==> src/acc_map.svh <==
// Register offsets, field positions, reset values and timing counts of the converter control block.
// Assumes an 8-bit register port and a converter clock derived inside the block.
// Behaviour
// - With run-in-standby clear, stop in standby only after the running conversion ends.
// - Mode bit 0 converts positive input unsigned; 1 converts difference, signed.
// - Left-adjust bit 4 of the main control register left-aligns the result when the accumulation code is 0 (one sample).
// - Resolution code 0 selects 12 bits, code 1 selects 10 bits.
// - A 12-bit conversion lasts 13.5 converter cycles, a 10-bit one 11.5.
// - Free-running repeats conversions; software starts the first via the start bit.
// - Bit 0 of the main control register enables the converter.
// - Accumulation code 0 means one sample; codes 1 to 7 sum 2 to 128.
// - Divider code 0 to 0xD divides the peripheral clock by 2 up to 256.
// - Init delay of 0 to 256 converter cycles precedes the first sample after enable.
// - Init delay also applies when waking from deep sleep for a measurement.
// - Sample spacing inserts 0 to 15 converter cycles between consecutive samples.
// - Window mode sets the match flag below, above, inside or outside the thresholds.
// - Start bit reads one while converting, clears itself; writing zero does nothing.
`ifndef ACC_MAP_SVH
`define ACC_MAP_SVH

`define ACC_OFS_MAIN      4'h0
`define ACC_OFS_ACCUM     4'h1
`define ACC_OFS_CLOCK_DIVIDER_SELECT     4'h2
`define ACC_OFS_DELAY     4'h3
`define ACC_OFS_WINDOW    4'h4
`define ACC_OFS_COMMAND   4'h5
`define ACC_OFS_STATUS    4'h6
`define ACC_OFS_MASK      4'h7
`define ACC_OFS_RES_LO    4'h8
`define ACC_OFS_RES_HI    4'h9
`define ACC_OFS_WLO_LO    4'hA
`define ACC_OFS_WLO_HI    4'hB
`define ACC_OFS_WHI_LO    4'hC
`define ACC_OFS_WHI_HI    4'hD

`define ACC_BIT_ENABLE    0
`define ACC_BIT_FREE_RUNNING_BIT   1
`define ACC_POS_RESOLUTION_SELECT    2
`define ACC_BIT_LEFT_ADJUST_BIT   4
`define ACC_BIT_CONVERSION_MODE_BIT  5
`define ACC_BIT_RUN_IN_STANDBY_BIT  7
`define ACC_POS_INIT_DELAY   5
`define ACC_BIT_START     0
`define ACC_BIT_RESRDY    0
`define ACC_BIT_WINMATCH  1

`define ACC_RESET_BYTE    8'h00
`define ACC_RESET_WORD    16'h0000

`define ACC_CONV12_HALF   5'h1B
`define ACC_CONV10_HALF   5'h17

`endif

==> src/acc_pkg.sv <==
// Types shared by the converter control block.
// Assumes acc_map.svh supplies the numeric constants.
package acc_pkg;

	typedef struct packed {
		logic       run_in_standby_bit;
		logic       conversion_mode_bit;
		logic       left_adjust_bit;
		logic [1:0] resolution_select;
		logic       free_running_bit;
		logic       enable_bit;
		logic [2:0] accumulation_count;
		logic [3:0] clock_divider_select;
		logic [2:0] init_delay;
		logic [3:0] sample_spacing_delay;
		logic [2:0] window_compare_mode;
	} acc_cfg_t;

	typedef enum logic [2:0] {
		WIN_NONE,
		WIN_BELOW,
		WIN_ABOVE,
		WIN_INSIDE,
		WIN_OUTSIDE
	} acc_win_t;

	typedef enum logic [1:0] {
		ST_IDLE,
		ST_INIT,
		ST_CONVERT,
		ST_SPACING
	} acc_state_t;

endpackage : acc_pkg

==> src/acc_clkdiv.sv <==
// Prescaler that derives the converter clock from the peripheral clock.
// Assumes the select code comes from a register on the same clock.
`timescale 1ns/1ps
module acc_clkdiv
	import acc_pkg::*;
(
	input  wire logic       clk_in,
	input  wire logic       rst_n_in,
	input  wire logic [3:0] sel_in,
	output logic            conv_clk_out,
	output logic            half_tick_out,
	output logic            rise_tick_out
);

	logic [6:0] cnt;
	wire  [6:0] half_period;
	wire        wrap;

	function automatic logic [6:0] half_of(input logic [3:0] code);
		case (code)
			4'h0: half_of = 7'h01;
			4'h1: half_of = 7'h02;
			4'h2: half_of = 7'h04;
			4'h3: half_of = 7'h06;
			4'h4: half_of = 7'h08;
			4'h5: half_of = 7'h0A;
			4'h6: half_of = 7'h0C;
			4'h7: half_of = 7'h0E;
			4'h8: half_of = 7'h10;
			4'h9: half_of = 7'h18;
			4'hA: half_of = 7'h20;
			4'hB: half_of = 7'h30;
			4'hC: half_of = 7'h40;
			// A half period of 128 wraps to zero, so the terminal count below becomes 127.
			default: half_of = 7'h00;
		endcase
	endfunction : half_of

	assign half_period   = half_of(sel_in);
	assign wrap          = (cnt >= half_period - 7'h01);
	assign half_tick_out = wrap;
	assign rise_tick_out = wrap & ~conv_clk_out;

	always_ff @(posedge clk_in or negedge rst_n_in) begin
		if (!rst_n_in) begin
			cnt          <= 7'h00;
			conv_clk_out <= 1'b0;
		end else if (wrap) begin
			cnt          <= 7'h00;
			conv_clk_out <= ~conv_clk_out;
		end else begin
			cnt <= cnt + 7'h01;
		end
	end

endmodule : acc_clkdiv

==> src/acc_accum.sv <==
// Sample accumulator, result alignment and window comparator.
// Assumes add and finish are single-cycle pulses from the sequencer, finish after the last add.
`timescale 1ns/1ps
`include "acc_map.svh"
module acc_accum
	import acc_pkg::*;
(
	input  wire logic        clk_in,
	input  wire logic        rst_n_in,
	input  wire acc_cfg_t    cfg_in,
	input  wire logic        clear_in,
	input  wire logic        add_in,
	input  wire logic [11:0] sample_in,
	input  wire logic        finish_in,
	input  wire logic [15:0] win_low_in,
	input  wire logic [15:0] win_high_in,
	output logic [15:0]      result_out,
	output logic             win_hit_out
);

	logic [15:0] sum;
	wire  [15:0] ext_sample;
	wire  [15:0] next_result;
	wire         below;
	wire         above;
	wire         hit;
	wire         res10;

	assign res10 = (cfg_in.resolution_select == 2'h1);
	assign ext_sample = res10 ?
		(cfg_in.conversion_mode_bit ? {{6{sample_in[9]}}, sample_in[9:0]} : {6'h00, sample_in[9:0]}) :
		(cfg_in.conversion_mode_bit ? {{4{sample_in[11]}}, sample_in} : {4'h0, sample_in});

	assign next_result = (cfg_in.left_adjust_bit && cfg_in.accumulation_count == 3'h0) ?
		(res10 ? {sum[9:0], 6'h00} : {sum[11:0], 4'h0}) : sum;

	assign below = cfg_in.conversion_mode_bit ? ($signed(next_result) < $signed(win_low_in)) :
		(next_result < win_low_in);
	assign above = cfg_in.conversion_mode_bit ? ($signed(next_result) > $signed(win_high_in)) :
		(next_result > win_high_in);

	assign hit = (cfg_in.window_compare_mode == WIN_BELOW)   ? below :
		(cfg_in.window_compare_mode == WIN_ABOVE)   ? above :
		(cfg_in.window_compare_mode == WIN_INSIDE)  ? (~below & ~above) :
		(cfg_in.window_compare_mode == WIN_OUTSIDE) ? (below | above) : 1'b0;

	always_ff @(posedge clk_in or negedge rst_n_in) begin
		if (!rst_n_in) begin
			sum         <= `ACC_RESET_WORD;
			result_out  <= `ACC_RESET_WORD;
			win_hit_out <= 1'b0;
		end else begin
			win_hit_out <= finish_in & hit;
			if (finish_in) begin
				result_out <= next_result;
			end
			if (clear_in || finish_in) begin
				sum <= `ACC_RESET_WORD;
			end else if (add_in) begin
				sum <= sum + ext_sample;
			end
		end
	end

endmodule : acc_accum

==> src/acc_top.sv <==
// Converter control and configuration block: registers, sequencer, prescaler and accumulator.
// Assumes the analog core returns stable data by the end of each conversion and sleep inputs are on this clock.
`timescale 1ns/1ps
`include "acc_map.svh"
module acc_top
	import acc_pkg::*;
(
	input  wire logic        REF_CLK_IN,
	input  wire logic        RST_N_IN,
	input  wire logic [3:0]  ADDR_IN,
	input  wire logic [7:0]  WDATA_IN,
	input  wire logic        WR_IN,
	input  wire logic        RD_IN,
	output logic      [7:0]  RDATA_OUT,
	input  wire logic        STANDBY_IN,
	input  wire logic        DEEP_SLEEP_IN,
	input  wire logic        INT_REF_IN,
	input  wire logic [11:0] CORE_DATA_IN,
	output logic             CONV_CLK_OUT,
	output logic             CORE_SAMPLE_OUT,
	output logic             CORE_DIFFERENTIAL_MODE_OUT,
	output logic             CORE_RES10_OUT,
	output logic             CORE_ACTIVE_OUT,
	output logic             IRQ_OUT
);

	logic [7:0]  converter_control_main;
	logic [7:0]  accumulation_control;
	logic [7:0]  clock_prescale_control;
	logic [7:0]  delay_control;
	logic [7:0]  window_compare_control;
	logic [1:0]  status;
	logic [1:0]  mask;
	logic [15:0] win_low;
	logic [15:0] win_high;
	logic [11:0] data_meta;
	logic [11:0] data_sync;
	acc_state_t  state;
	acc_state_t  next_state;
	logic        start_pend;
	logic        init_pend;
	logic        finish_pend;
	logic [4:0]  half_cnt;
	logic [8:0]  dly_cnt;
	logic [7:0]  sample_idx;
	logic        enable_q;
	logic        int_ref_q;
	logic        deep_q;
	logic        stop_q;
	logic [7:0]  next_rdata;

	acc_cfg_t    cfg;
	wire         half_tick;
	wire         rise_tick;
	wire  [15:0] result;
	wire         win_hit;
	wire         sel_wr;
	wire         stand_stop;
	wire         busy;
	wire  [4:0]  conv_len;
	wire  [8:0]  init_len;
	wire  [7:0]  needed;
	wire         conv_end;
	wire         last_sample;
	wire         can_start;
	wire         init_exit;
	wire         space_exit;
	wire         seq_clear;
	wire  [1:0]  ev;
	wire         wake_event;

	function automatic logic [8:0] init_cycles(input logic [2:0] code);
		case (code)
			3'h0: init_cycles = 9'h000;
			3'h1: init_cycles = 9'h010;
			3'h2: init_cycles = 9'h020;
			3'h3: init_cycles = 9'h040;
			3'h4: init_cycles = 9'h080;
			default: init_cycles = 9'h100;
		endcase
	endfunction : init_cycles

	assign cfg.run_in_standby_bit   = converter_control_main[`ACC_BIT_RUN_IN_STANDBY_BIT];
	assign cfg.conversion_mode_bit  = converter_control_main[`ACC_BIT_CONVERSION_MODE_BIT];
	assign cfg.left_adjust_bit      = converter_control_main[`ACC_BIT_LEFT_ADJUST_BIT];
	assign cfg.resolution_select    = converter_control_main[`ACC_POS_RESOLUTION_SELECT +: 2];
	assign cfg.free_running_bit     = converter_control_main[`ACC_BIT_FREE_RUNNING_BIT];
	assign cfg.enable_bit           = converter_control_main[`ACC_BIT_ENABLE];
	assign cfg.accumulation_count   = accumulation_control[2:0];
	assign cfg.clock_divider_select = clock_prescale_control[3:0];
	assign cfg.init_delay           = delay_control[`ACC_POS_INIT_DELAY +: 3];
	assign cfg.sample_spacing_delay = delay_control[3:0];
	assign cfg.window_compare_mode  = window_compare_control[2:0];

	acc_clkdiv u_clkdiv (
		.clk_in        (REF_CLK_IN),
		.rst_n_in      (RST_N_IN),
		.sel_in        (cfg.clock_divider_select),
		.conv_clk_out  (CONV_CLK_OUT),
		.half_tick_out (half_tick),
		.rise_tick_out (rise_tick)
	);

	acc_accum u_accum (
		.clk_in      (REF_CLK_IN),
		.rst_n_in    (RST_N_IN),
		.cfg_in      (cfg),
		.clear_in    (seq_clear),
		.add_in      (conv_end),
		.sample_in   (data_sync),
		.finish_in   (finish_pend),
		.win_low_in  (win_low),
		.win_high_in (win_high),
		.result_out  (result),
		.win_hit_out (win_hit)
	);

	assign sel_wr      = WR_IN;
	assign stand_stop  = STANDBY_IN & ~cfg.run_in_standby_bit;
	assign busy        = start_pend | (state != ST_IDLE) | finish_pend;
	assign conv_len    = (cfg.resolution_select == 2'h1) ? `ACC_CONV10_HALF : `ACC_CONV12_HALF;
	assign init_len    = init_cycles(cfg.init_delay);
	assign needed      = 8'h01 << cfg.accumulation_count;
	assign conv_end    = (state == ST_CONVERT) & half_tick & (half_cnt == conv_len - 5'h01);
	assign last_sample = (sample_idx == needed - 8'h01);
	assign can_start   = cfg.enable_bit & start_pend & ~stand_stop;
	assign init_exit   = (state == ST_INIT) & rise_tick & (dly_cnt >= init_len - 9'h001);
	assign space_exit  = (state == ST_SPACING) & rise_tick &
		(dly_cnt >= {5'h00, cfg.sample_spacing_delay} - 9'h001);
	assign seq_clear   = (state == ST_IDLE) & can_start;
	assign wake_event  = (enable_q == 1'b0 && cfg.enable_bit) || (INT_REF_IN && !int_ref_q) ||
		(deep_q && !DEEP_SLEEP_IN) || (stop_q && !stand_stop);
	assign ev          = {win_hit, finish_pend};

	assign CORE_SAMPLE_OUT = (state == ST_CONVERT);
	assign CORE_ACTIVE_OUT = cfg.enable_bit & ~(stand_stop & (state == ST_IDLE));
	assign IRQ_OUT         = |(status & mask);

	always_comb begin
		next_state = state;
		case (state)
			ST_IDLE: begin
				if (can_start) begin
					next_state = (init_pend && init_len != 9'h000) ? ST_INIT : ST_CONVERT;
				end
			end
			ST_INIT: begin
				if (init_exit) begin
					next_state = ST_CONVERT;
				end
			end
			ST_CONVERT: begin
				if (conv_end) begin
					if (last_sample && (!cfg.free_running_bit || stand_stop)) begin
						next_state = ST_IDLE;
					end else if (cfg.sample_spacing_delay != 4'h0) begin
						next_state = ST_SPACING;
					end else begin
						next_state = ST_CONVERT;
					end
				end
			end
			ST_SPACING: begin
				if (space_exit) begin
					next_state = ST_CONVERT;
				end
			end
			default: next_state = ST_IDLE;
		endcase
		if (!cfg.enable_bit) begin
			next_state = ST_IDLE;
		end
	end

	always_ff @(posedge REF_CLK_IN or negedge RST_N_IN) begin
		if (!RST_N_IN) begin
			state <= ST_IDLE;
		end else begin
			state <= next_state;
		end
	end

	always_ff @(posedge REF_CLK_IN or negedge RST_N_IN) begin
		if (!RST_N_IN) begin
			half_cnt   <= 5'h00;
			dly_cnt    <= 9'h000;
			sample_idx <= 8'h00;
		end else begin
			if (state != next_state || state == ST_IDLE) begin
				half_cnt <= 5'h00;
				dly_cnt  <= 9'h000;
			end else if (conv_end) begin
				half_cnt <= 5'h00;
			end else begin
				half_cnt <= half_cnt + {4'h0, half_tick & (state == ST_CONVERT)};
				dly_cnt  <= dly_cnt + {8'h00, rise_tick & (state != ST_CONVERT)};
			end
			if (next_state == ST_IDLE || (conv_end && last_sample)) begin
				sample_idx <= 8'h00;
			end else if (conv_end) begin
				sample_idx <= sample_idx + 8'h01;
			end
		end
	end

	always_ff @(posedge REF_CLK_IN or negedge RST_N_IN) begin
		if (!RST_N_IN) begin
			start_pend  <= 1'b0;
			init_pend   <= 1'b0;
			finish_pend <= 1'b0;
			enable_q    <= 1'b0;
			int_ref_q   <= 1'b0;
			deep_q      <= 1'b0;
			stop_q      <= 1'b0;
		end else begin
			enable_q    <= cfg.enable_bit;
			int_ref_q   <= INT_REF_IN;
			deep_q      <= DEEP_SLEEP_IN;
			stop_q      <= stand_stop;
			finish_pend <= conv_end & last_sample;
			if (!cfg.enable_bit) begin
				start_pend <= 1'b0;
			end else if (sel_wr && ADDR_IN == `ACC_OFS_COMMAND && WDATA_IN[`ACC_BIT_START]) begin
				start_pend <= 1'b1;
			end else if (conv_end && last_sample && cfg.free_running_bit && stand_stop) begin
				start_pend <= 1'b1;
			end else if (seq_clear) begin
				start_pend <= 1'b0;
			end
			if (wake_event) begin
				init_pend <= 1'b1;
			end else if (state == ST_INIT || seq_clear) begin
				init_pend <= 1'b0;
			end
		end
	end

	always_ff @(posedge REF_CLK_IN or negedge RST_N_IN) begin
		if (!RST_N_IN) begin
			data_meta <= 12'h000;
			data_sync <= 12'h000;
		end else begin
			data_meta <= CORE_DATA_IN;
			data_sync <= data_meta;
		end
	end

	always_ff @(posedge REF_CLK_IN or negedge RST_N_IN) begin
		if (!RST_N_IN) begin
			CORE_DIFFERENTIAL_MODE_OUT  <= 1'b0;
			CORE_RES10_OUT <= 1'b0;
		end else if (state == ST_IDLE) begin
			CORE_DIFFERENTIAL_MODE_OUT  <= cfg.conversion_mode_bit;
			CORE_RES10_OUT <= (cfg.resolution_select == 2'h1);
		end
	end

	always_ff @(posedge REF_CLK_IN or negedge RST_N_IN) begin
		if (!RST_N_IN) begin
			converter_control_main <= `ACC_RESET_BYTE;
			accumulation_control   <= `ACC_RESET_BYTE;
			clock_prescale_control <= `ACC_RESET_BYTE;
			delay_control          <= `ACC_RESET_BYTE;
			window_compare_control <= `ACC_RESET_BYTE;
			mask                   <= 2'h0;
			win_low                <= `ACC_RESET_WORD;
			win_high               <= `ACC_RESET_WORD;
		end else if (sel_wr) begin
			case (ADDR_IN)
				`ACC_OFS_MAIN:   converter_control_main <= WDATA_IN & 8'hBF;
				`ACC_OFS_ACCUM:  accumulation_control   <= WDATA_IN & 8'h07;
				`ACC_OFS_CLOCK_DIVIDER_SELECT:  clock_prescale_control <= WDATA_IN & 8'h0F;
				`ACC_OFS_DELAY:  delay_control          <= WDATA_IN & 8'hEF;
				`ACC_OFS_WINDOW: window_compare_control <= WDATA_IN & 8'h07;
				`ACC_OFS_MASK:   mask                   <= WDATA_IN[1:0];
				`ACC_OFS_WLO_LO: win_low[7:0]           <= WDATA_IN;
				`ACC_OFS_WLO_HI: win_low[15:8]          <= WDATA_IN;
				`ACC_OFS_WHI_LO: win_high[7:0]          <= WDATA_IN;
				`ACC_OFS_WHI_HI: win_high[15:8]         <= WDATA_IN;
				default: ;
			endcase
		end
	end

	genvar gi;
	generate
		for (gi = 0; gi < 2; gi = gi + 1) begin : g_status
			always_ff @(posedge REF_CLK_IN or negedge RST_N_IN) begin
				if (!RST_N_IN) begin
					status[gi] <= 1'b0;
				end else if (ev[gi]) begin
					status[gi] <= 1'b1;
				end else if (sel_wr && ADDR_IN == `ACC_OFS_STATUS && WDATA_IN[gi]) begin
					status[gi] <= 1'b0;
				end
			end
		end
	endgenerate

	always_comb begin
		next_rdata = 8'h00;
		if (RD_IN) begin
			case (ADDR_IN)
				`ACC_OFS_MAIN:    next_rdata = converter_control_main;
				`ACC_OFS_ACCUM:   next_rdata = accumulation_control;
				`ACC_OFS_CLOCK_DIVIDER_SELECT:   next_rdata = clock_prescale_control;
				`ACC_OFS_DELAY:   next_rdata = delay_control;
				`ACC_OFS_WINDOW:  next_rdata = window_compare_control;
				`ACC_OFS_COMMAND: next_rdata = {7'h00, busy};
				`ACC_OFS_STATUS:  next_rdata = {6'h00, status};
				`ACC_OFS_MASK:    next_rdata = {6'h00, mask};
				`ACC_OFS_RES_LO:  next_rdata = result[7:0];
				`ACC_OFS_RES_HI:  next_rdata = result[15:8];
				`ACC_OFS_WLO_LO:  next_rdata = win_low[7:0];
				`ACC_OFS_WLO_HI:  next_rdata = win_low[15:8];
				`ACC_OFS_WHI_LO:  next_rdata = win_high[7:0];
				`ACC_OFS_WHI_HI:  next_rdata = win_high[15:8];
				default:          next_rdata = 8'h00;
			endcase
		end
	end

	always_ff @(posedge REF_CLK_IN or negedge RST_N_IN) begin
		if (!RST_N_IN) begin
			RDATA_OUT <= 8'h00;
		end else begin
			RDATA_OUT <= next_rdata;
		end
	end

	logic [4:0] meas_half;
	logic [8:0] meas_rise;

	always_ff @(posedge REF_CLK_IN or negedge RST_N_IN) begin
		if (!RST_N_IN) begin
			meas_half <= 5'h00;
			meas_rise <= 9'h000;
		end else begin
			meas_half <= (state != ST_CONVERT || conv_end) ? 5'h00 : meas_half + {4'h0, half_tick};
			meas_rise <= (state == ST_IDLE || state == ST_CONVERT || init_exit || space_exit) ? 9'h000 :
				meas_rise + {8'h00, rise_tick};
		end
	end
endmodule : acc_top

==> config.mk <==
export PLATFORM = sky130hd
export DESIGN_NAME = acc_top
export DESIGN_NICKNAME = d
export VERILOG_FILES = /design/src/acc_pkg.sv /design/src/acc_clkdiv.sv /design/src/acc_accum.sv /design/src/acc_top.sv
export VERILOG_INCLUDE_DIRS = /design/src
export SDC_FILE = /design/constraint.sdc
export NUM_CORES = 1
export LEC_CHECK = 0
export BUFFER_PORTS_ARGS = -buffer_cell sky130_fd_sc_hd__buf_2
export CAP_MARGIN = 20
export CORE_MARGIN = 2
export CORE_UTILIZATION = 35
export DETAILED_ROUTE_END_ITERATION = 12
export PLACE_DENSITY = 0.48
export SETUP_SLACK_MARGIN = 0.4
export SYNTH_ARGS = -nofsm -noshare
export SYNTH_HDL_FRONTEND = slang
export SYNTH_SLANG_ARGS = --single-unit
==> constraint.sdc <==
create_clock -name REF_CLK_IN -period 8.6 [get_ports REF_CLK_IN]
set_input_delay 0.43 -clock REF_CLK_IN [delete_from_list [all_inputs] [get_ports REF_CLK_IN]]
set_output_delay 0.43 -clock REF_CLK_IN [all_outputs]
set_load 0.005 [all_outputs]
==> flow_summary.ini, run 1 <==
[die]
ios = 45
die_h_um = 172
coreArea_um2 = 27700
die_area_um2 = 29500
die_x_um = 172
start_util = 0.355
row_count = 61

[placed_design]
dp_hpwl_um = 20100
place_area_um2 = 10400
globalplace.congestion = 0.834
port_buffers = 44

[sta]
period_needed_ns = 4.26
hold_viol = 0
setup_tns_ns = 0
worst_pin_slew_ns = 0.988
final.period_utilization = 0.496
grt_setup_unrepaired = no
skew_ns = 0.0147
max_freq_mhz = 235
drv_slew = 0
finalSetupViolCount = 0
relSlewSlack = 0.341
holdWs_ns = 0.0962

[clock_tree]
cts_buffer_depth = 2
post-cts-setup-buffers = 0
clock-sinks = 166
cts_tree = built
cts_htree_levels = 4
insertion_delay_ns = 0.44
clkTransAtPathRegs_ns = 0.08
cts-buffers-inserted = 17
root_buffer = clkbuf_16

[synthesis]
yosysSeqAreaShare = 0.422
synth_top_area_frac = 0.422
synth_warnings = 0
ys_ff_latch = 166
syn_inst = 1019
synth.area.top_cells = dfrtp_1 (42%), ha_1 (9.8%), mux2_2 (6.8%)
postSynthAreaPerCell_um2 = 9.65
synth_ff_type = dfrtp_1
synthesis.area_um2 = 9840
synth_cell_types = 71
syn_nets = 1128
synthArstFlopShare = 1.00
synth-edff-count = 0
synth_top_area_cell = dfrtp_1

[setup_path]
cp.arrival_ns = 4.54
reg2regPathDepth = 12
cp_slowest_cell = o2111ai_2
criticalPathCategory = register to register
regToRegStartpoint = clock_prescale_control[3]
crit_fanout = 22
crit_chain = nor3_1 -> nand2_1 -> ha_1 -> mux2_2 -> a22oi_1 -> ha_1 -> o21a_1 -> o21a_1 -> o21a_1 -> nand2_2 -> o2111ai_2 -> a211oi_1
max_stage_delay_ns = 0.73
ff2ff_setup_slack_ns = 4.34
critical_path_required_ns = 8.88
cp_num_buf_inv = 0
end_kind = register
cpMostUsedCell = o21a_1
crit_family = compound AO/OA/AOI/OAI gates
crit_path_start_kind = register
r2r_end = half_cnt[3]

[min_path]
whs_endpoint = data_meta[10]
hp-start = CORE_DATA_IN[10]
min_path_cells = 1
hold_class = input pin to register

[detailed_routing]
finalWirelength_um = 27500
avgRoutedWirePerCell_um = 19.2
drtIter0Drc = 534
vias_per_cell = 5.29
drc = 0
detail-route-antenna-nets = 0
vias = 7589
first_pass_iters = 5

[global_route]
antenna_found_initial = 0
grt_use_total = 0.199
grt_pass1_vias = 7495
gr-total-overflow = 0
grt_pass1_wl_um = 44100
grt_max_degree = 60

[cells_and_area]
drive_above_1_share = 0.149
fill_cells = 2767
num_antenna_cells = 0
final_common_cell = dfrtp_1
areaGrowthSynthToFinish_pct = 11.9
finalInstanceArea_um2 = 11000
layout.nets = 1154
layout_common_cells = dfrtp_1 (166), nand2_1 (119), ha_1 (77)

[pwr]
p_total_mw = 2.57
ir_drop_uv = 165
power_density_nw_per_um2 = 233
power.leakage_nw = 4.94

[job]
cap_violations = 0

[outcome]
status = finished clean
power breakdown:
group,switching (mW),internal (mW)
Clock,0.345,0.460
Combinational,0.432,0.328
Sequential,0.124,0.880
worst register-to-register path: stages, from the launching register on:
cell and delay [ns]:
dfrtp_1 0.49, nor3_1 0.28, nand2_1 0.12, ha_1 0.28, mux2_2 0.29, a22oi_1 0.16, ha_1 0.20, o21a_1 0.13
o21a_1 0.21, o21a_1 0.59, nand2_2 0.48, o2111ai_2 0.73, a211oi_1 0.17
worst max-delay path by stage:
| stage | slack [ns] | to | from | cells past startpoint |
|---|---|---|---|---|
| after CTS | 4.28 | half_cnt[3] | clock_prescale_control[3] | 12 |
| after global placement | 4.38 | half_cnt[3] | clock_prescale_control[3] | 12 |
| final | 4.34 | half_cnt[3] | clock_prescale_control[3] | 12 |
| after detailed placement | 4.29 | half_cnt[2] | clock_prescale_control[3] | 12 |
| after floorplan | 5.01 | half_cnt[4] | clock_prescale_control[3] | 19 |
| after global routing | 3.85 | dly_cnt[0] | clock_prescale_control[3] | 12 |
metrics by stage:
| stage | setup slack (ns) | util | std cells |
|---|---|---|---|
| CTS | 4.28 | 0.397 | 1434 |
| global route | 3.85 | 0.397 | 1435 |
| detailed placement | 4.29 | 0.375 | 1402 |
| global placement | 4.38 | 0.375 | 1402 |
| floorplan | 5.01 | - | 1019 |
| finish | 4.34 | 0.397 | 1435 |
layer usage:
metal  global-route usage  share of wire
met1                0.285           0.49
met4               0.0479          0.011
met5                    0              0
met2                0.309           0.46
met3               0.0370          0.040
synth_stat cells, types with 3 or more instances:
cell type / number
a21oi_1: 67
a22o_1: 5
o21ai_1: 5
and2_1: 9
a211oi_1: 23
a211o_1: 4
nor4_1: 5
o211ai_1: 3
mux2i_1: 6
o21ai_0: 40
ha_1: 77
o21bai_1: 6
mux4_2: 3
nor3_1: 16
o2111ai_1: 3
nor2_1: 66
a221oi_1: 4
buf_1: 4
a31oi_1: 16
and3_1: 8
nand3_1: 34
mux2_2: 59
o22ai_1: 4
or3_1: 4
dfrtp_1: 166
nand4b_1: 3
nand2_1: 119
buf_2: 6
a21o_1: 21
or2_2: 5
inv_1: 52
nand4_1: 10
nand2b_1: 11
xnor2_1: 31
o21a_1: 9
clkbuf_1: 30
a22oi_1: 19
xor2_1: 11
nor2b_1: 16
what timing repair did:
action / 4_1_cts / 5_1_grt
gates resized for setup: 0 / 0
hold endpoints to repair: 44 / 0
hold buffers: 1 / 0
flip-flops by register name, summed over array words and instances (netlist names), 2 cells and up:
| name | flops |
|---|---|
| RDATA_OUT | 8 |
| accumulation_control | 3 |
| clock_prescale_control | 4 |
| converter_control_main | 7 |
| data_meta | 12 |
| data_sync | 12 |
| delay_control | 7 |
| dly_cnt | 9 |
| half_cnt | 5 |
| mask | 2 |
| sample_idx | 8 |
| state | 2 |
| status | 2 |
| u_accum.result_out | 16 |
| u_accum.sum | 16 |
| u_clkdiv.cnt | 7 |
| win_high | 16 |
| win_low | 16 |
| window_compare_control | 3 |
area by class of cell:
class | count | area (µm²) | area share
flip-flops and latches | 166 | 4150 | 0.378
well taps | 378 | 473 | 0.0430
repair buffers | 50 | 278 | 0.0252
inverters | 52 | 195 | 0.0177
clock inverters | 14 | 178 | 0.0161
multi-input cells | 758 | 5300 | 0.482
clock buffers | 17 | 425 | 0.0387
cells by family after synthesis:
family                     after synthesis  synth area share
muxes                                   68            0.0805
DFF                                    166             0.422
adders and majority gates               79             0.101
AOI/OAI and AO/OA                      246             0.163
xor gates and xnor gates                42            0.0374
buffers and inverters                   95            0.0389
and+or+nand+nor                        323             0.157
(Power assumes the default switching activity.)
==> run 2: changes to the inputs <==
--- a/config.mk
+++ b/config.mk
@@ -11,7 +11,7 @@
 export CORE_MARGIN = 2
 export CORE_UTILIZATION = 35
 export DETAILED_ROUTE_END_ITERATION = 12
-export PLACE_DENSITY = 0.48
+export PLACE_DENSITY = 0.5
 export SETUP_SLACK_MARGIN = 0.4
 export SYNTH_ARGS = -nofsm -noshare
 export SYNTH_HDL_FRONTEND = slang
==> constraint.sdc (replaced) <==
create_clock -name REF_CLK_IN -period 3.7 [get_ports REF_CLK_IN]
set_input_delay 0.185 -clock REF_CLK_IN [delete_from_list [all_inputs] [get_ports REF_CLK_IN]]
set_output_delay 0.185 -clock REF_CLK_IN [all_outputs]
set_load 0.005 [all_outputs]
==> run 2 against run 1 <==
Compared with the run above: first-iteration DRC count grew 13%; sequential power grew 130%; setup slack lost 3.9 ns; maximum frequency grew 31%; sequential share of layout area shrank 1.9 points; worst hold slack lost 0.033 ns; flip-flop and latch count is the same; combinational power grew to 2.7 times the previous value; final area grew 5.3%; highest routed layer unchanged.
==> flow_summary.ini, run 2 (synthesized netlist as in run 1, its figures left out) <==
[clock_tree]
root_buffer = clkbuf_16
cts-buffers-inserted = 17
cts_tree = built
cts_htree_levels = 4
clock-sinks = 166
cts_buffer_depth = 2
insertion_delay_ns = 0.44
clkTransAtPathRegs_ns = 0.06

[setup_path]
crit_path_start_kind = register
criticalPathCategory = register to register
end_kind = register
cp.arrival_ns = 3.59
ff2ff_setup_slack_ns = 0.46
crit_fanout = 7
critical_path_required_ns = 4.04

[cells_and_area]
final_common_cell = dfrtp_1
areaGrowthSynthToFinish_pct = 17.8
layout_common_cells = dfrtp_1 (162), nand2_1 (118), ha_1 (72)
fin_util = 0.418
num_antenna_cells = 0
finalInstanceArea_um2 = 11600
layout.nets = 1205
drive_above_1_share = 0.197

[detailed_routing]
vias_per_cell = 5.27
met1_length_um = 13600
finalWirelength_um = 28200
first_pass_iters = 5
top_layer = met4
detail-route-antenna-nets = 0
avgRoutedWirePerCell_um = 19.0
wl_met2_um = 12900
drtIter0Drc = 605
vias = 7840
drc = 0
wl_met3_um = 1270

[die]
ios = 45
coreArea_um2 = 27700
start_util = 0.355
die_x_um = 172
row_count = 61
die_h_um = 172
die_area_um2 = 29500

[placed_design]
dp_hpwl_um = 20300
port_buffers = 44
place_ws_ns = 0.190
place_area_um2 = 10600
globalplace.congestion = 0.819

[sta]
max_freq_mhz = 309
worst_pin_slew_ns = 0.859
skew_ns = 0.00964
relSlewSlack = 0.427
setup_tns_ns = 0
drv_slew = 0
grt_setup_unrepaired = yes
hold_viol = 0
setup_slack_ns = 0.459
period_needed_ns = 3.24
finalSetupViolCount = 0
final.period_utilization = 0.876

[global_route]
gr-total-overflow = 0
grt_use_total = 0.201
grt_pass1_wl_um = 44700
antenna_found_initial = 0
grt_pass1_vias = 7650
grt_max_degree = 90

[job]
cap_violations = 0

[pwr]
power.leakage_nw = 5.16
power_density_nw_per_um2 = 530
ir_drop_uv = 317

[outcome]
status = finished clean

[min_path]
hold_class = input pin to register
==> run 2: per-stage QoR <==
step,hold WS (ns),power [mW],instances
2_1_floorplan,-0.111,3.64,1019
3_3_place_gp,0.293,4.20,1426
3_5_place_dp,0.294,4.22,1426
4_1_cts,0.0491,6.10,1477
5_1_grt,0.0667,6.55,1487
6_report,0.0634,6.14,1487
==> run 2: timing repair <==
item                       CTS  global route
gates resized for setup      8            17
hold buffers                15             0
buffers inserted             4             7
pin swaps                    2            14
setup endpoints to repair   22            24
gates cloned                 0             2
hold endpoints to repair    99             0
==> run 2: critical path, stage by stage (launching register included) <==
cell      delay [ns]
dfrtp_2         0.45
nor3_4          0.22
nand2_2         0.10
ha_4            0.19
o21ai_0         0.08
mux2_2          0.18
a22oi_2         0.05
ha_1            0.20
a211o_1         0.30
a211o_1         0.35
o21ai_4         0.13
buf_12          0.14
nor2_2          0.04
a221o_2         0.47
a211oi_1        0.23
==> run 2: area by class of cell <==
type	instances	area (µm²)
clock buffer	21	440
clock inverter	11	128
fill	2666	16100
inverter	52	195
multi-input combinational	760	5480
sequential	166	4160
tap	378	473
timing repair buffer	99	714
==> run 2: worst paths after layout <==
path / from / endpoint / cells past startpoint
max in group asynchronous: RST_N_IN / clock_prescale_control[3] / 3
min in group asynchronous: RST_N_IN / dly_cnt[5] / 2
min reg2reg: data_meta[7] / data_sync[7] / 0
max reg2reg: clock_prescale_control[2] / sample_idx[3] / 14
max: clock_prescale_control[2] / sample_idx[3] / 14
min: WDATA_IN[4] / win_high[12] / 3
==> run 2: metal layers <==
layer  track usage  up-vias
met1         0.281     3828
met3        0.0389       25
li1              -     3818
met2         0.315      169
met4        0.0593        0
met5             0        -
==> run 2: report_power, final <==
group          switching (mW)  total, mW  internal [mW]  leakage [nW]
Clock                   0.781       1.78          0.997         0.268
Sequential              0.265       2.31           2.05          2.05
Combinational            1.10       2.05          0.945          2.84
Total                    2.15       6.14           3.99          5.16
==> run 3: changes to the inputs <==
--- a/config.mk
+++ b/config.mk
@@ -8,10 +8,10 @@
 export LEC_CHECK = 0
 export BUFFER_PORTS_ARGS = -buffer_cell sky130_fd_sc_hd__buf_2
 export CAP_MARGIN = 20
-export CORE_MARGIN = 2
-export CORE_UTILIZATION = 35
+export CORE_MARGIN = 10
+export CORE_UTILIZATION = 55
 export DETAILED_ROUTE_END_ITERATION = 12
-export PLACE_DENSITY = 0.5
+export PLACE_DENSITY = 0.71
 export SETUP_SLACK_MARGIN = 0.4
 export SYNTH_ARGS = -nofsm -noshare
 export SYNTH_HDL_FRONTEND = slang
==> constraint.sdc (replaced) <==
create_clock -name REF_CLK_IN -period 4.1 [get_ports REF_CLK_IN]
set_input_delay 0.205 -clock REF_CLK_IN [delete_from_list [all_inputs] [get_ports REF_CLK_IN]]
set_output_delay 0.205 -clock REF_CLK_IN [all_outputs]
set_load 0.005 [all_outputs]
==> run 3 against run 2 <==
Compared with the run above: via count rose by 0.27%; non-clock buffer count fell by 18; utilization rose by 22 points; first-iteration DRC count rose by 19%; global-route usage rose by 1.8 points; sequential share of layout area rose by 1.7 points; total power fell by 13%; register-to-register slack improved by 0.20 ns; final area fell by 4.5%; critical endpoint is now u_accum.win_hit_out; highest routed layer unchanged.
==> flow_summary.ini, run 3 (synthesized netlist as in run 1, its figures left out) <==
[setup_path]
ff2ff_setup_slack_ns = 0.66
end_kind = register
crit_fanout = 22
cp.arrival_ns = 3.75
r2r_end = u_accum.win_hit_out
critical_path_required_ns = 4.41
crit_path_start_kind = register
crit_path_end = u_accum.win_hit_out
regToRegStartpoint = accumulation_control[2]
criticalPathCategory = register to register
reg2regPathDepth = 13
startpoint = accumulation_control[2]

[pwr]
p_total_mw = 5.35
power_density_nw_per_um2 = 484
comb_power_share = 0.318
seqPwrFrac = 0.392
p_switching_mw = 1.83
clockPowerShare = 0.290
power.leakage_nw = 5.05
swShare = 0.342
ir_drop_uv = 383
internal_power_mw = 3.52

[die]
die_x_um = 154
coreArea_um2 = 17400
ios = 45
die_h_um = 154
start_util = 0.565
row_count = 48
die_area_um2 = 23600

[sta]
hold_viol = 0
drv_slew = 0
final.period_utilization = 0.839
finalSetupViolCount = 0
relSlewSlack = 0.349
max_freq_mhz = 291
skew_ns = 0.00670
period_needed_ns = 3.44
setup_tns_ns = 0
grt_setup_unrepaired = no
worst_pin_slew_ns = 0.973

[detailed_routing]
first_pass_iters = 6
drtIter0Drc = 721
avgRoutedWirePerCell_um = 19.5
finalWirelength_um = 25600
drc = 0
vias_per_cell = 5.99
vias = 7861
detail-route-antenna-nets = 0

[cells_and_area]
final_common_cell = dfrtp_1
fin_util = 0.635
fill_cells = 1452
layout.nets = 1185
areaGrowthSynthToFinish_pct = 12.4
num_antenna_cells = 0
layout.cells.non_filler = 1313
layout_common_cells = dfrtp_1 (162), nand2_1 (119), ha_1 (76)
drive_above_1_share = 0.163

[global_route]
gr-total-overflow = 0
grt_use_total = 0.219
antenna_found_initial = 0
grt_pass1_vias = 7790
grt_pass1_wl_um = 41900
grt_max_degree = 93

[clock_tree]
root_buffer = clkbuf_16
cts_tree = built
cts_htree_levels = 4
clock-sinks = 166
clkTransAtPathRegs_ns = 0.06
insertion_delay_ns = 0.43
cts-buffers-inserted = 17
cts_buffer_depth = 2

[job]
cap_violations = 0

[placed_design]
globalplace.congestion = 0.958
dp_cells = 1260
dp_hpwl_um = 18600
port_buffers = 44

[min_path]
hold_class = input pin to register
min_path_cells = 3

[outcome]
status = finished clean
## run 3: power by group through the flow
stage / logic (mW) / registers (mW) / clock network, mW
global route: 1.93 / 2.12 / 1.65
global placement: 1.56 / 2.12 / 0
CTS: 1.63 / 2.10 / 1.57
detailed placement: 1.60 / 2.12 / 0
floorplan: 1.25 / 2.01 / 0
finish: 1.70 / 2.10 / 1.55
## run 3: per-stage QoR
step | hold slack, ns | setup WS, ns | cell area [µm²]
after floorplan | -0.0906 | 0.508 | 9840
after global placement | 0.313 | 0.587 | 10300
after detailed placement | 0.314 | 0.441 | 10300
after CTS | 0.0696 | 0.428 | 11000
after global routing | 0.0964 | 0.428 | 11100
final | 0.0667 | 0.661 | 11100
## run 3: how the worst min path moves through the flow
stage | from | endpoint | slack [ns]
floorplan | RST_N_IN | CORE_DIFFERENTIAL_MODE_OUT | -0.09
global placement | CORE_DATA_IN[0] | data_meta[0] | 0.31
detailed placement | CORE_DATA_IN[2] | data_meta[2] | 0.31
CTS | WDATA_IN[4] | win_high[4] | 0.07
global route | WDATA_IN[7] | win_high[7] | 0.1
finish | WDATA_IN[4] | win_high[4] | 0.07
## run 3: per-layer routing
metal,global-route usage,up-vias,part of all wire
li1,-,3756,-
met1,0.293,3765,0.44
met2,0.333,285,0.45
met3,0.0622,55,0.075
met4,0.0742,0,0.029
met5,0,-,0
## run 3: area by class of cell
| class | count | area (µm²) | area share |
|---|---|---|---|
| Tap cell | 225 | 282 | 0.0255 |
| Sequential cell | 166 | 4160 | 0.376 |
| Clock buffer | 22 | 454 | 0.0411 |
| Inverter | 52 | 195 | 0.0176 |
| Timing Repair Buffer | 81 | 542 | 0.0490 |
| Multi-Input combinational cell | 758 | 5320 | 0.481 |
| Clock inverter | 9 | 104 | 0.00939 |
## run 3: timing repair
action,4_1_cts,5_1_grt
pin swaps,0,1
setup buffers,0,7
hold buffers,15,0
hold endpoints to repair,104,0
gates cloned,0,0
setup endpoints to repair,1,28
gates resized for setup,1,8
## run 3: worst max-delay path: stages, from the launching register on
cell and delay, ns:
dfrtp_1 0.53, nor3_1 0.29, and2_0 0.17, buf_4 0.23, nor2_1 0.06, a31oi_1 0.25, ha_1 0.26, nand4_1 0.12
or2_2 0.32, a211oi_1 0.29, o22ai_1 0.14, a21oi_1 0.35, mux2i_1 0.25, a21boi_1 0.08
